## src/exec_timing_map.vh

```
// Constants for the long move, add/subtract-one and compare unit.
// Assumes the includer has already set its own net type rules.
// Contract
// - Register or even internal RAM operands add zero cycles, any size.
// - Odd internal RAM adds 0 byte, 1 word, 2 long cycles.
// - Even address outside internal RAM adds 1 byte/word, 2 long.
// - Odd address outside internal RAM adds 1 byte, 3 word, 6 long.
// - Eight-bit external data bus adds 1 byte, 3 word, 6 long.
// - Long register into accumulator: 2 bytes, 1 cycle, no correction.
// - Accumulator from stack pointer plus offset: 3 bytes, 4 cycles, long.
// - Accumulator from physical address: 5 bytes, 4 cycles plus long.
// - Accumulator loaded through its own address: 2 bytes, 3 plus long.
// - Accumulator into long register: 2 bytes, 2 cycles, no correction.
// - Accumulator to memory: 2+ bytes, 3 plus mode plus long cycles.
// - Long transfers set only negative and zero from the moved value.
// - Byte add/subtract-one register: 2 bytes, 2 cycles, NZV, keep carry.
// - Byte add/subtract-one memory: 3 plus mode plus twice byte.
// - Word add/subtract-one: 2 register; 3 plus mode plus twice word.
// - Long add/subtract-one register: 2 bytes, 4 cycles, NZV, keep C.
// - Long add/subtract-one memory: 5 plus mode plus twice long.
// - Compares subtract without storing, set NZVC; halves form AH-AL.
// - Correction column chosen by operand size, counted into total.
// - Post-increment indirect adds 4; plain indirect or direct adds 1.
`ifndef EXEC_TIMING_MAP_VH
`define EXEC_TIMING_MAP_VH

// Operation codes
`define OP_LOAD_EA 4'h0
`define OP_LOAD_IMM 4'h1
`define OP_LOAD_STACK 4'h2
`define OP_LOAD_PHYS 4'h3
`define OP_LOAD_IND 4'h4
`define OP_STORE_IND 4'h5
`define OP_STORE_STACK 4'h6
`define OP_STORE_PHYS 4'h7
`define OP_STORE_EA 4'h8
`define OP_ADD_ONE 4'h9
`define OP_SUB_ONE 4'ha
`define OP_CMP_EA 4'hb
`define OP_CMP_IMM 4'hc
`define OP_CMP_HALVES 4'hd

// Operand sizes
`define SIZE_BYTE 2'h0
`define SIZE_WORD 2'h1
`define SIZE_LONG 2'h2

// Operand locations
`define LOC_REG 3'h0
`define LOC_RAM_EVEN 3'h1
`define LOC_RAM_ODD 3'h2
`define LOC_EXT_EVEN 3'h3
`define LOC_EXT_ODD 3'h4
`define LOC_BUS8 3'h5

// Location corrections, byte / word / long
`define CORR_ZERO 6'h00
`define CORR_RAM_ODD_W 6'h01
`define CORR_RAM_ODD_L 6'h02
`define CORR_EXT_EVEN_BW 6'h01
`define CORR_EXT_EVEN_L 6'h02
`define CORR_ODD_B 6'h01
`define CORR_ODD_W 6'h03
`define CORR_ODD_L 6'h06

// Addressing mode boundaries and their extra cycles
`define MODE_MEM_FIRST 5'h08
`define MODE_POSTINC_FIRST 5'h0c
`define MODE_OFFSET8_FIRST 5'h10
`define MODE_DISP16_FIRST 5'h18
`define MODE_INDEX_FIRST 5'h1c
`define MODE_DIRECT16 5'h1f
`define MODE_CYC_PLAIN 6'h01
`define MODE_CYC_POSTINC 6'h04
`define MODE_CYC_INDEX 6'h02

// Base cycle counts
`define CYC_LOAD_REG 6'h01
`define CYC_LOAD_MEM 6'h03
`define CYC_LOAD_IMM 6'h03
`define CYC_STACK 6'h04
`define CYC_PHYS 6'h04
`define CYC_LOAD_IND 6'h03
`define CYC_STORE_IND 6'h05
`define CYC_STORE_REG 6'h02
`define CYC_STORE_MEM 6'h03
`define CYC_STEP_REG_BW 6'h02
`define CYC_STEP_REG_L 6'h04
`define CYC_STEP_MEM_BW 6'h03
`define CYC_STEP_MEM_L 6'h05
`define CYC_CMP_REG_BW 6'h02
`define CYC_CMP_REG_L 6'h03
`define CYC_CMP_MEM_BW 6'h02
`define CYC_CMP_MEM_L 6'h04
`define CYC_CMP_IMM_BW 6'h02
`define CYC_CMP_IMM_L 6'h03
`define CYC_CMP_HALVES 6'h02

// Instruction lengths in bytes
`define LEN_ONE 4'h1
`define LEN_TWO 4'h2
`define LEN_THREE 4'h3
`define LEN_FIVE 4'h5

// Reset values
`define ACC_RESET 32'h00000000

`endif

```

## src/location_correction.v

```verilog
// Location correction lookup: extra cycles by operand place and size.
// Assumes codes from the timing map; purely combinational.
`include "exec_timing_map.vh"
`default_nettype none
module location_correction (
  input wire [2:0] loc,
  input wire [1:0] size,
  output reg [5:0] corr
);
  // One column per size, picked by the operand size
  always @* begin
    corr = `CORR_ZERO;
    case (loc)
      `LOC_REG, `LOC_RAM_EVEN: corr = `CORR_ZERO;
      `LOC_RAM_ODD: begin
        if (size == `SIZE_LONG) corr = `CORR_RAM_ODD_L;
        else if (size == `SIZE_WORD) corr = `CORR_RAM_ODD_W;
        else corr = `CORR_ZERO;
      end
      `LOC_EXT_EVEN: begin
        if (size == `SIZE_LONG) corr = `CORR_EXT_EVEN_L;
        else corr = `CORR_EXT_EVEN_BW;
      end
      `LOC_EXT_ODD, `LOC_BUS8: begin
        // Eight-bit bus costs the same whatever the alignment
        if (size == `SIZE_LONG) corr = `CORR_ODD_L;
        else if (size == `SIZE_WORD) corr = `CORR_ODD_W;
        else corr = `CORR_ODD_B;
      end
      default: corr = `CORR_ZERO;
    endcase
  end
endmodule
`default_nettype wire

```

## src/long_move_step_compare.v

```verilog
// Execution unit for long moves, add/subtract-one and compares.
// Assumes the fetch side supplies the decoded operation, operand value,
// addressing mode and operand location, all on REF_CLK.
`include "exec_timing_map.vh"
`default_nettype none
module long_move_step_compare (
  input wire REF_CLK,
  input wire RST,
  input wire START,
  input wire [3:0] OP,
  input wire [1:0] SIZE,
  input wire [4:0] MODE,
  input wire [2:0] LOC,
  input wire [31:0] OPERAND,
  output reg BUSY,
  output reg DONE,
  output reg [31:0] ACC,
  output reg [31:0] WRITE_DATA,
  output reg WRITE_EN,
  output reg READ_MODIFY_WRITE_ATTR,
  output reg [23:0] PHYS_ADDR,
  output reg [5:0] CYCLES,
  output reg [5:0] CORRECTION,
  output reg [3:0] LENGTH,
  output reg FLAG_N,
  output reg FLAG_Z,
  output reg FLAG_V,
  output reg FLAG_C
);

  localparam ST_IDLE = 2'b01;
  localparam ST_BUSY = 2'b10;

  reg [1:0] state;
  reg [3:0] op;
  reg [1:0] size;
  reg [31:0] operand;
  reg [5:0] count;
  reg [5:0] total;

  wire [5:0] corr;
  wire [31:0] alu_result;
  wire alu_n;
  wire alu_z;
  wire alu_v;
  wire alu_c;

  reg [1:0] corr_size;
  reg in_memory;
  reg [5:0] mode_cycles;
  reg [3:0] ext_bytes;
  reg [5:0] next_total;
  reg [5:0] next_corr;
  reg [3:0] next_length;
  reg [31:0] alu_a;
  reg [31:0] alu_b;
  reg alu_sub;
  reg [1:0] alu_size;

  // Transfers are always long; a long halves compare uses word; the rest use their own size
  always @* begin
    corr_size = SIZE;
    if (OP <= `OP_STORE_EA) corr_size = `SIZE_LONG;
    if (OP == `OP_CMP_HALVES && SIZE == `SIZE_LONG) corr_size = `SIZE_WORD;
  end

  location_correction u_corr (
    .loc(LOC),
    .size(corr_size),
    .corr(corr)
  );

  // Addressing mode cycles and extension bytes
  always @* begin
    in_memory = (MODE >= `MODE_MEM_FIRST);
    mode_cycles = `MODE_CYC_PLAIN;
    ext_bytes = 4'h0;
    if (MODE >= `MODE_POSTINC_FIRST && MODE < `MODE_OFFSET8_FIRST)
      mode_cycles = `MODE_CYC_POSTINC;
    if (MODE >= `MODE_INDEX_FIRST && MODE != `MODE_DIRECT16)
      mode_cycles = `MODE_CYC_INDEX;
    if (MODE >= `MODE_OFFSET8_FIRST && MODE < `MODE_DISP16_FIRST)
      ext_bytes = 4'h1;
    else if (MODE >= `MODE_DISP16_FIRST && MODE < `MODE_INDEX_FIRST)
      ext_bytes = 4'h2;
    else if (MODE == `MODE_INDEX_FIRST + 5'h02 || MODE == `MODE_DIRECT16)
      ext_bytes = 4'h2;
    if (!in_memory) begin
      mode_cycles = 6'h00;
      ext_bytes = 4'h0;
    end
  end

  // Total cycles, correction and length for the requested operation
  always @* begin
    next_total = `CYC_LOAD_REG;
    next_corr = `CORR_ZERO;
    next_length = `LEN_TWO;
    case (OP)
      `OP_LOAD_EA: begin
        if (in_memory) begin
          next_corr = corr;
          next_total = `CYC_LOAD_MEM + mode_cycles + corr;
          next_length = `LEN_TWO + ext_bytes;
        end else begin
          next_total = `CYC_LOAD_REG;
          next_length = `LEN_TWO;
        end
      end
      `OP_LOAD_IMM: begin
        next_total = `CYC_LOAD_IMM;
        next_length = `LEN_FIVE;
      end
      `OP_LOAD_STACK, `OP_STORE_STACK: begin
        next_corr = corr;
        next_total = `CYC_STACK + corr;
        next_length = `LEN_THREE;
      end
      `OP_LOAD_PHYS, `OP_STORE_PHYS: begin
        next_corr = corr;
        next_total = `CYC_PHYS + corr;
        next_length = `LEN_FIVE;
      end
      `OP_LOAD_IND: begin
        next_corr = corr;
        next_total = `CYC_LOAD_IND + corr;
        next_length = `LEN_TWO;
      end
      `OP_STORE_IND: begin
        next_corr = corr;
        next_total = `CYC_STORE_IND + corr;
        next_length = `LEN_TWO;
      end
      `OP_STORE_EA: begin
        if (in_memory) begin
          next_corr = corr;
          next_total = `CYC_STORE_MEM + mode_cycles + corr;
          next_length = `LEN_TWO + ext_bytes;
        end else begin
          next_total = `CYC_STORE_REG;
          next_length = `LEN_TWO;
        end
      end
      `OP_ADD_ONE, `OP_SUB_ONE: begin
        next_length = `LEN_TWO + ext_bytes;
        if (in_memory) begin
          // Read then write back, so the correction is paid twice
          next_corr = {corr[4:0], 1'b0};
          if (SIZE == `SIZE_LONG)
            next_total = `CYC_STEP_MEM_L + mode_cycles +
                         {corr[4:0], 1'b0};
          else
            next_total = `CYC_STEP_MEM_BW + mode_cycles +
                         {corr[4:0], 1'b0};
        end else if (SIZE == `SIZE_LONG) begin
          next_total = `CYC_STEP_REG_L;
        end else begin
          next_total = `CYC_STEP_REG_BW;
        end
      end
      `OP_CMP_EA: begin
        next_length = `LEN_TWO + ext_bytes;
        if (in_memory) begin
          next_corr = corr;
          if (SIZE == `SIZE_LONG)
            next_total = `CYC_CMP_MEM_L + mode_cycles + corr;
          else
            next_total = `CYC_CMP_MEM_BW + mode_cycles + corr;
        end else if (SIZE == `SIZE_LONG) begin
          next_total = `CYC_CMP_REG_L;
        end else begin
          next_total = `CYC_CMP_REG_BW;
        end
      end
      `OP_CMP_IMM: begin
        next_total = (SIZE == `SIZE_LONG) ? `CYC_CMP_IMM_L : `CYC_CMP_IMM_BW;
        next_length = (SIZE == `SIZE_LONG) ? `LEN_FIVE :
                      (SIZE == `SIZE_WORD) ? `LEN_THREE : `LEN_TWO;
      end
      `OP_CMP_HALVES: begin
        next_total = `CYC_CMP_HALVES;
        next_length = `LEN_ONE;
      end
      default: begin
        next_total = `CYC_LOAD_REG;
      end
    endcase
  end

  // Arithmetic operands from the captured instruction
  always @* begin
    alu_a = ACC;
    alu_b = operand;
    alu_sub = 1'b1;
    alu_size = size;
    case (op)
      `OP_ADD_ONE: begin
        alu_a = operand;
        alu_b = 32'h00000001;
        alu_sub = 1'b0;
      end
      `OP_SUB_ONE: begin
        alu_a = operand;
        alu_b = 32'h00000001;
      end
      `OP_CMP_HALVES: begin
        // High half against low half of the accumulator
        alu_size = (size == `SIZE_BYTE) ? `SIZE_BYTE : `SIZE_WORD;
        alu_a = (size == `SIZE_BYTE) ? {24'h000000, ACC[23:16]} :
                {16'h0000, ACC[31:16]};
        alu_b = (size == `SIZE_BYTE) ? {24'h000000, ACC[7:0]} :
                {16'h0000, ACC[15:0]};
      end
      default: begin
        // Compare of accumulator and operand at the chosen size
        alu_a = (size == `SIZE_BYTE) ? {24'h000000, ACC[7:0]} :
                (size == `SIZE_WORD) ? {16'h0000, ACC[15:0]} : ACC;
        alu_b = (size == `SIZE_BYTE) ? {24'h000000, operand[7:0]} :
                (size == `SIZE_WORD) ? {16'h0000, operand[15:0]} : operand;
      end
    endcase
  end

  step_compare_alu u_alu (
    .a(alu_a),
    .b(alu_b),
    .subtract(alu_sub),
    .size(alu_size),
    .result(alu_result),
    .neg(alu_n),
    .zero(alu_z),
    .ovf(alu_v),
    .carry(alu_c)
  );

  // Sequencer: take a request, count its cycles, commit on the last one
  always @(posedge REF_CLK) begin
    if (RST) begin
      state <= ST_IDLE;
      op <= `OP_LOAD_EA;
      size <= `SIZE_BYTE;
      operand <= 32'h00000000;
      count <= 6'h00;
      total <= 6'h00;
      BUSY <= 1'b0;
      DONE <= 1'b0;
      ACC <= `ACC_RESET;
      WRITE_DATA <= 32'h00000000;
      WRITE_EN <= 1'b0;
      READ_MODIFY_WRITE_ATTR <= 1'b0;
      PHYS_ADDR <= 24'h000000;
      CYCLES <= 6'h00;
      CORRECTION <= 6'h00;
      LENGTH <= 4'h0;
      FLAG_N <= 1'b0;
      FLAG_Z <= 1'b0;
      FLAG_V <= 1'b0;
      FLAG_C <= 1'b0;
    end else begin
      DONE <= 1'b0;
      WRITE_EN <= 1'b0;
      case (state)
        ST_IDLE: begin
          if (START) begin
            state <= ST_BUSY;
            BUSY <= 1'b1;
            op <= OP;
            size <= (OP <= `OP_STORE_EA) ? `SIZE_LONG : SIZE;
            operand <= OPERAND;
            count <= 6'h01;
            total <= next_total;
            CYCLES <= next_total;
            CORRECTION <= next_corr;
            LENGTH <= next_length;
            PHYS_ADDR <= ACC[23:0]; // Address for the indirect forms
            READ_MODIFY_WRITE_ATTR <= (OP == `OP_ADD_ONE) ||
                                      (OP == `OP_SUB_ONE);
          end
        end
        ST_BUSY: begin
          if (count != total) begin
            count <= count + 6'h01;
          end else begin
            state <= ST_IDLE;
            BUSY <= 1'b0;
            DONE <= 1'b1;
            READ_MODIFY_WRITE_ATTR <= 1'b0;
            case (op)
              `OP_LOAD_EA, `OP_LOAD_IMM, `OP_LOAD_STACK, `OP_LOAD_PHYS,
              `OP_LOAD_IND: begin
                ACC <= operand;
                FLAG_N <= operand[31];
                FLAG_Z <= (operand == 32'h00000000);
              end
              `OP_STORE_IND: begin
                WRITE_DATA <= operand;
                WRITE_EN <= 1'b1;
                FLAG_N <= operand[31];
                FLAG_Z <= (operand == 32'h00000000);
              end
              `OP_STORE_STACK, `OP_STORE_PHYS, `OP_STORE_EA: begin
                WRITE_DATA <= ACC;
                WRITE_EN <= 1'b1;
                FLAG_N <= ACC[31];
                FLAG_Z <= (ACC == 32'h00000000);
              end
              `OP_ADD_ONE, `OP_SUB_ONE: begin
                // Carry left alone on purpose
                WRITE_DATA <= alu_result;
                WRITE_EN <= 1'b1;
                FLAG_N <= alu_n;
                FLAG_Z <= alu_z;
                FLAG_V <= alu_v;
              end
              `OP_CMP_EA, `OP_CMP_IMM, `OP_CMP_HALVES: begin
                // No result is stored, only the four flags
                FLAG_N <= alu_n;
                FLAG_Z <= alu_z;
                FLAG_V <= alu_v;
                FLAG_C <= alu_c;
              end
              default: begin
                FLAG_N <= FLAG_N;
              end
            endcase
          end
        end
        default: begin
          state <= ST_IDLE;
          BUSY <= 1'b0;
        end
      endcase
    end
  end

endmodule
`default_nettype wire

```

## src/step_compare_alu.v

```verilog
// Add-one, subtract-one and compare arithmetic at byte, word or long size.
// Assumes operands arrive zero-extended; combinational only.
`include "exec_timing_map.vh"
`default_nettype none
module step_compare_alu (
  input wire [31:0] a,
  input wire [31:0] b,
  input wire subtract,
  input wire [1:0] size,
  output reg [31:0] result,
  output reg neg,
  output reg zero,
  output reg ovf,
  output reg carry
);
  reg [32:0] raw;
  reg sa;
  reg sb;
  // Sign and carry taken at the operand's own top bit
  always @* begin
    raw = subtract ? ({1'b0, a} - {1'b0, b}) : ({1'b0, a} + {1'b0, b});
    result = raw[31:0];
    sa = a[31];
    sb = b[31];
    carry = raw[32];
    case (size)
      `SIZE_BYTE: begin
        result = {24'h000000, raw[7:0]};
        sa = a[7];
        sb = b[7];
        carry = raw[8];
      end
      `SIZE_WORD: begin
        result = {16'h0000, raw[15:0]};
        sa = a[15];
        sb = b[15];
        carry = raw[16];
      end
      default: begin
        result = raw[31:0];
      end
    endcase
    neg = (size == `SIZE_BYTE) ? result[7] :
          (size == `SIZE_WORD) ? result[15] : result[31];
    zero = (result == 32'h00000000);
    // Signed wrap: operand signs disagree with the result sign
    if (subtract) ovf = (sa != sb) && (neg != sa);
    else ovf = (sa == sb) && (neg != sa);
  end
endmodule
`default_nettype wire

```

## config.mk

```make
export PLATFORM = sky130hd
export DESIGN_NAME = long_move_step_compare
export DESIGN_NICKNAME = d
export VERILOG_FILES = /design/src/location_correction.v /design/src/long_move_step_compare.v /design/src/step_compare_alu.v
export VERILOG_INCLUDE_DIRS = /design/src
export SDC_FILE = /design/constraint.sdc
export NUM_CORES = 1
export LEC_CHECK = 0
export BUFFER_PORTS_ARGS = -buffer_cell sky130_fd_sc_hd__clkbuf_2
export CAP_MARGIN = 20
export CELL_PAD_IN_SITES_DETAIL_PLACEMENT = 1
export CELL_PAD_IN_SITES_GLOBAL_PLACEMENT = 2
export CORE_ASPECT_RATIO = 0.7
export CORE_MARGIN = 10
export CORE_UTILIZATION = 34
export DETAILED_ROUTE_END_ITERATION = 10
export PLACE_DENSITY = 0.8
export RECOVER_POWER = 25
export SLEW_MARGIN = 10
export SYNTH_ARGS = -nofsm -noshare
export SYNTH_HDL_FRONTEND = slang
export SYNTH_SLANG_ARGS = --single-unit
export TNS_END_PERCENT = 10
```

## constraint.sdc

```tcl
create_clock -name REF_CLK -period 7.87 [get_ports REF_CLK]
set_input_delay 1.1805 -clock REF_CLK [delete_from_list [all_inputs] [get_ports REF_CLK]]
set_output_delay 1.1805 -clock REF_CLK [all_outputs]
set_load 0.005 [all_outputs]
```

==> results.toml <==
[cts]
post_cts_buffers = 0
cts_tree = "done"
numCtsBuffers = 17
cts_max_level = 4
root_buffer = "clkbuf_16"
ctsResizeCount = 0
clkSinkCount = 153
postCtsHoldBufs = 0
clock_latency_ns = 0.46
cts.clk_slew.worst_paths_ns = 0.07
cts_buffer_depth = 2

[critical_path]
rrSetupSlack_ns = 1.26
crit_fanout = 20
r2r_cells = 19
r2r-end = "FLAG_Z"
worstPathRequired_ns = 8.27
reg2reg_from = "op[0]"
cp-start-kind = "flop"
endpoint_kind = "flop"
cp.arrival_ns = 7.00
critPathKind = "reg2reg"

[timing]
rsz0062_at_grt = "no"
layout_min_cycle_time_ns = 6.61
fin_crit_sh_pct = 84.0
slew_violations = 143
clock.fmax_ghz = 0.151
slew_headroom_pct = -142
worst_slack_ns = 1.26
final_hold_viol_count = 0
setup_viol = 0
worst_pin_slew_ns = 3.64
tns_ns = 0
fin_skew_ns = 0.0108

[route]
wire_per_inst_um = 24.1
detail-route-antenna-nets = 0
route.detailed.drc = 0
wl_mm = 48.1
drt_iter0_drc = 1174
route.vias.total = 11900
routed_via_density = 5.93
dr.pass1.iters = 8

[min_path]
hold_class = "reg2reg"
hold_depth = 2
holdCritStartpoint = "PHYS_ADDR[14]"
hold_end = "PHYS_ADDR[14]"

[place]
numPortBuffers = 156
place_inst = 1964
gp_congestion = 0.941
post-place-ws_ns = 1.47
place_hpwl_mm = 36.1

[run_status]
violations = "capacitance limit, slew limit"
status = "finished, violations left"

[synthesis]
syn_area_per_cell_um2 = 7.51
yosysUniqueCellTypes = 77
ys_seq_area_share_pct = 27.6
netlist_area_um2 = 11100
ys.flop_type = "dfxtp_1"
ys_warn_count = 0
synth_edf_count = 0
ys_async_sr_fraction_pct = 0
ys_seq_elements = 153
syn-instance-count = 1477

[cells_and_area]
nets = 1677
antenna_cells = 0
fin_cells = 1999
layout_commonest_cell = "nand2_1"
drive_gt1_share_pct = 12.3
final_cell_mix = "nand2_1 (226), dfxtp_1 (153), nor2_1 (149), a21oi_1 (140), clkbuf_2 (118)"
area_growth_pct = 13.9

[flow_run]
drv_cap = 2

[floorplan]
die_h_um = 171
core_um2 = 32300
placementRows = 55
io_pins = 161
die-area_um2 = 40400
initial_core_util_pct = 34.4
die-width_um = 236

[global_route]
grt_max_degree = 79
grt_pass1_vias = 11700
grt_pass1_wl_mm = 73.9
grt_overflow = 0
groute.usage.overall_pct = 23.4
antenna_found_initial = 1

[power]
p_leak_uw = 0.00525
ir_drop_mv = 0.122
pwr_density_cell_nw_per_um2 = 193
[sequential cells by signal, indices dropped and copies added (netlist names), 2 cells and up]
signal / flops
ACC: 32
PHYS_ADDR: 24
LENGTH: 3
CORRECTION: 4
count: 6
WRITE_DATA: 32
size: 2
total: 5
op: 4
operand: 32
[worst max-delay path by stage]
stage / cells past startpoint / to / slack (ns) / start
floorplan: 19 / FLAG_Z / 2.36 / op[0]
global placement: 19 / FLAG_Z / 1.57 / op[0]
detailed placement: 19 / FLAG_Z / 1.47 / op[0]
CTS: 19 / FLAG_Z / 1.42 / op[0]
global route: 17 / FLAG_Z / 0.73 / op[0]
finish: 19 / FLAG_Z / 1.26 / op[0]
[where the power goes]
| part | internal, uW | leakage, uW | switching (uW) | total [uW] |
|---|---|---|---|---|
| Combinational | 246 | 0.00372 | 471 | 717 |
| Clock | 505 | 0.000289 | 378 | 883 |
| Sequential | 794 | 0.00124 | 44.2 | 838 |
[synthesized netlist by cell type (all sizes together) (10+ instances only)]
cell type  instances  area, um^2
dfxtp            153        3060
and2              13        81.3
nor2             149         559
buf               27         170
nand4             15        93.8
a222oi            28         280
inv               37         139
a31oi             25         156
or3               11        70.1
nand2            228         858
and3              11        70.1
nand3             26         130
nor4              14        93.8
mux2i             38         380
o22ai             11        68.8
nor3              28         151
clkbuf            88         340
nand2b            10        62.6
a211oi            42         315
o21ai             56         280
xnor2             33         289
a21o              25         188
a22oi             36         270
ha                62         776
a22o              26         228
xor2              27         236
a21oi            142         714
[cell families after synthesis]
family,Yosys count,synth area share (%)
flops,153,27.6
xor+xnor,60,4.74
buf+inv,153,5.89
other cells,1,0.0338
mux,38,3.43
simple gates,548,22.6
fa+ha+maj,69,8.25
compound gates,455,27.5
[critical path, cell delays in order, from the launching register on]
cell      delay (ns)
dfxtp_1         0.75
and4b_1         0.76
a211oi_1        0.10
buf_4           0.22
a21oi_1         0.18
nand4_1         0.19
nor3_1          0.20
buf_4           0.26
nand2_1         0.14
nand2_1         0.35
a21oi_1         0.13
ha_1            0.55
nand2_1         0.13
or4_1           0.59
or3_1           0.34
o211ai_1        0.24
xor2_1          0.15
or4_1           0.53
or4bb_1         0.56
a21oi_2         0.14
[through the flow]
step           total power, uW  hold WS, ns  utilization (%)  cell area, um^2
3_3_place_gp              1550        0.439             37.3            12000
4_1_cts                   2440        0.455             39.2            12700
3_5_place_dp              1550        0.446             37.3            12000
2_1_floorplan             1340        0.441                -            11100
6_report                  2440        0.452             39.2            12600
5_1_grt                   2570        0.473             39.2            12600
[layout make-up]
class / count / area (um^2)
clock buffers: 17 / 425
clock inverters: 15 / 189
fillers: 3998 / 19600
inverters: 38 / 143
multi-input cells: 1175 / 7410
flip-flops and latches: 153 / 3060
well taps: 427 / 534
repair buffers: 174 / 881
[per-layer routing]
metal	wire length [um]	GRT usage (%)	vias to the layer above
met1	23400	33.0	5883
met4	741	5.14	0
met3	3340	5.54	44
met2	20600	35.1	372
met5	0	0	-
li1	-	-	5564
(Power assumes the default switching activity.)
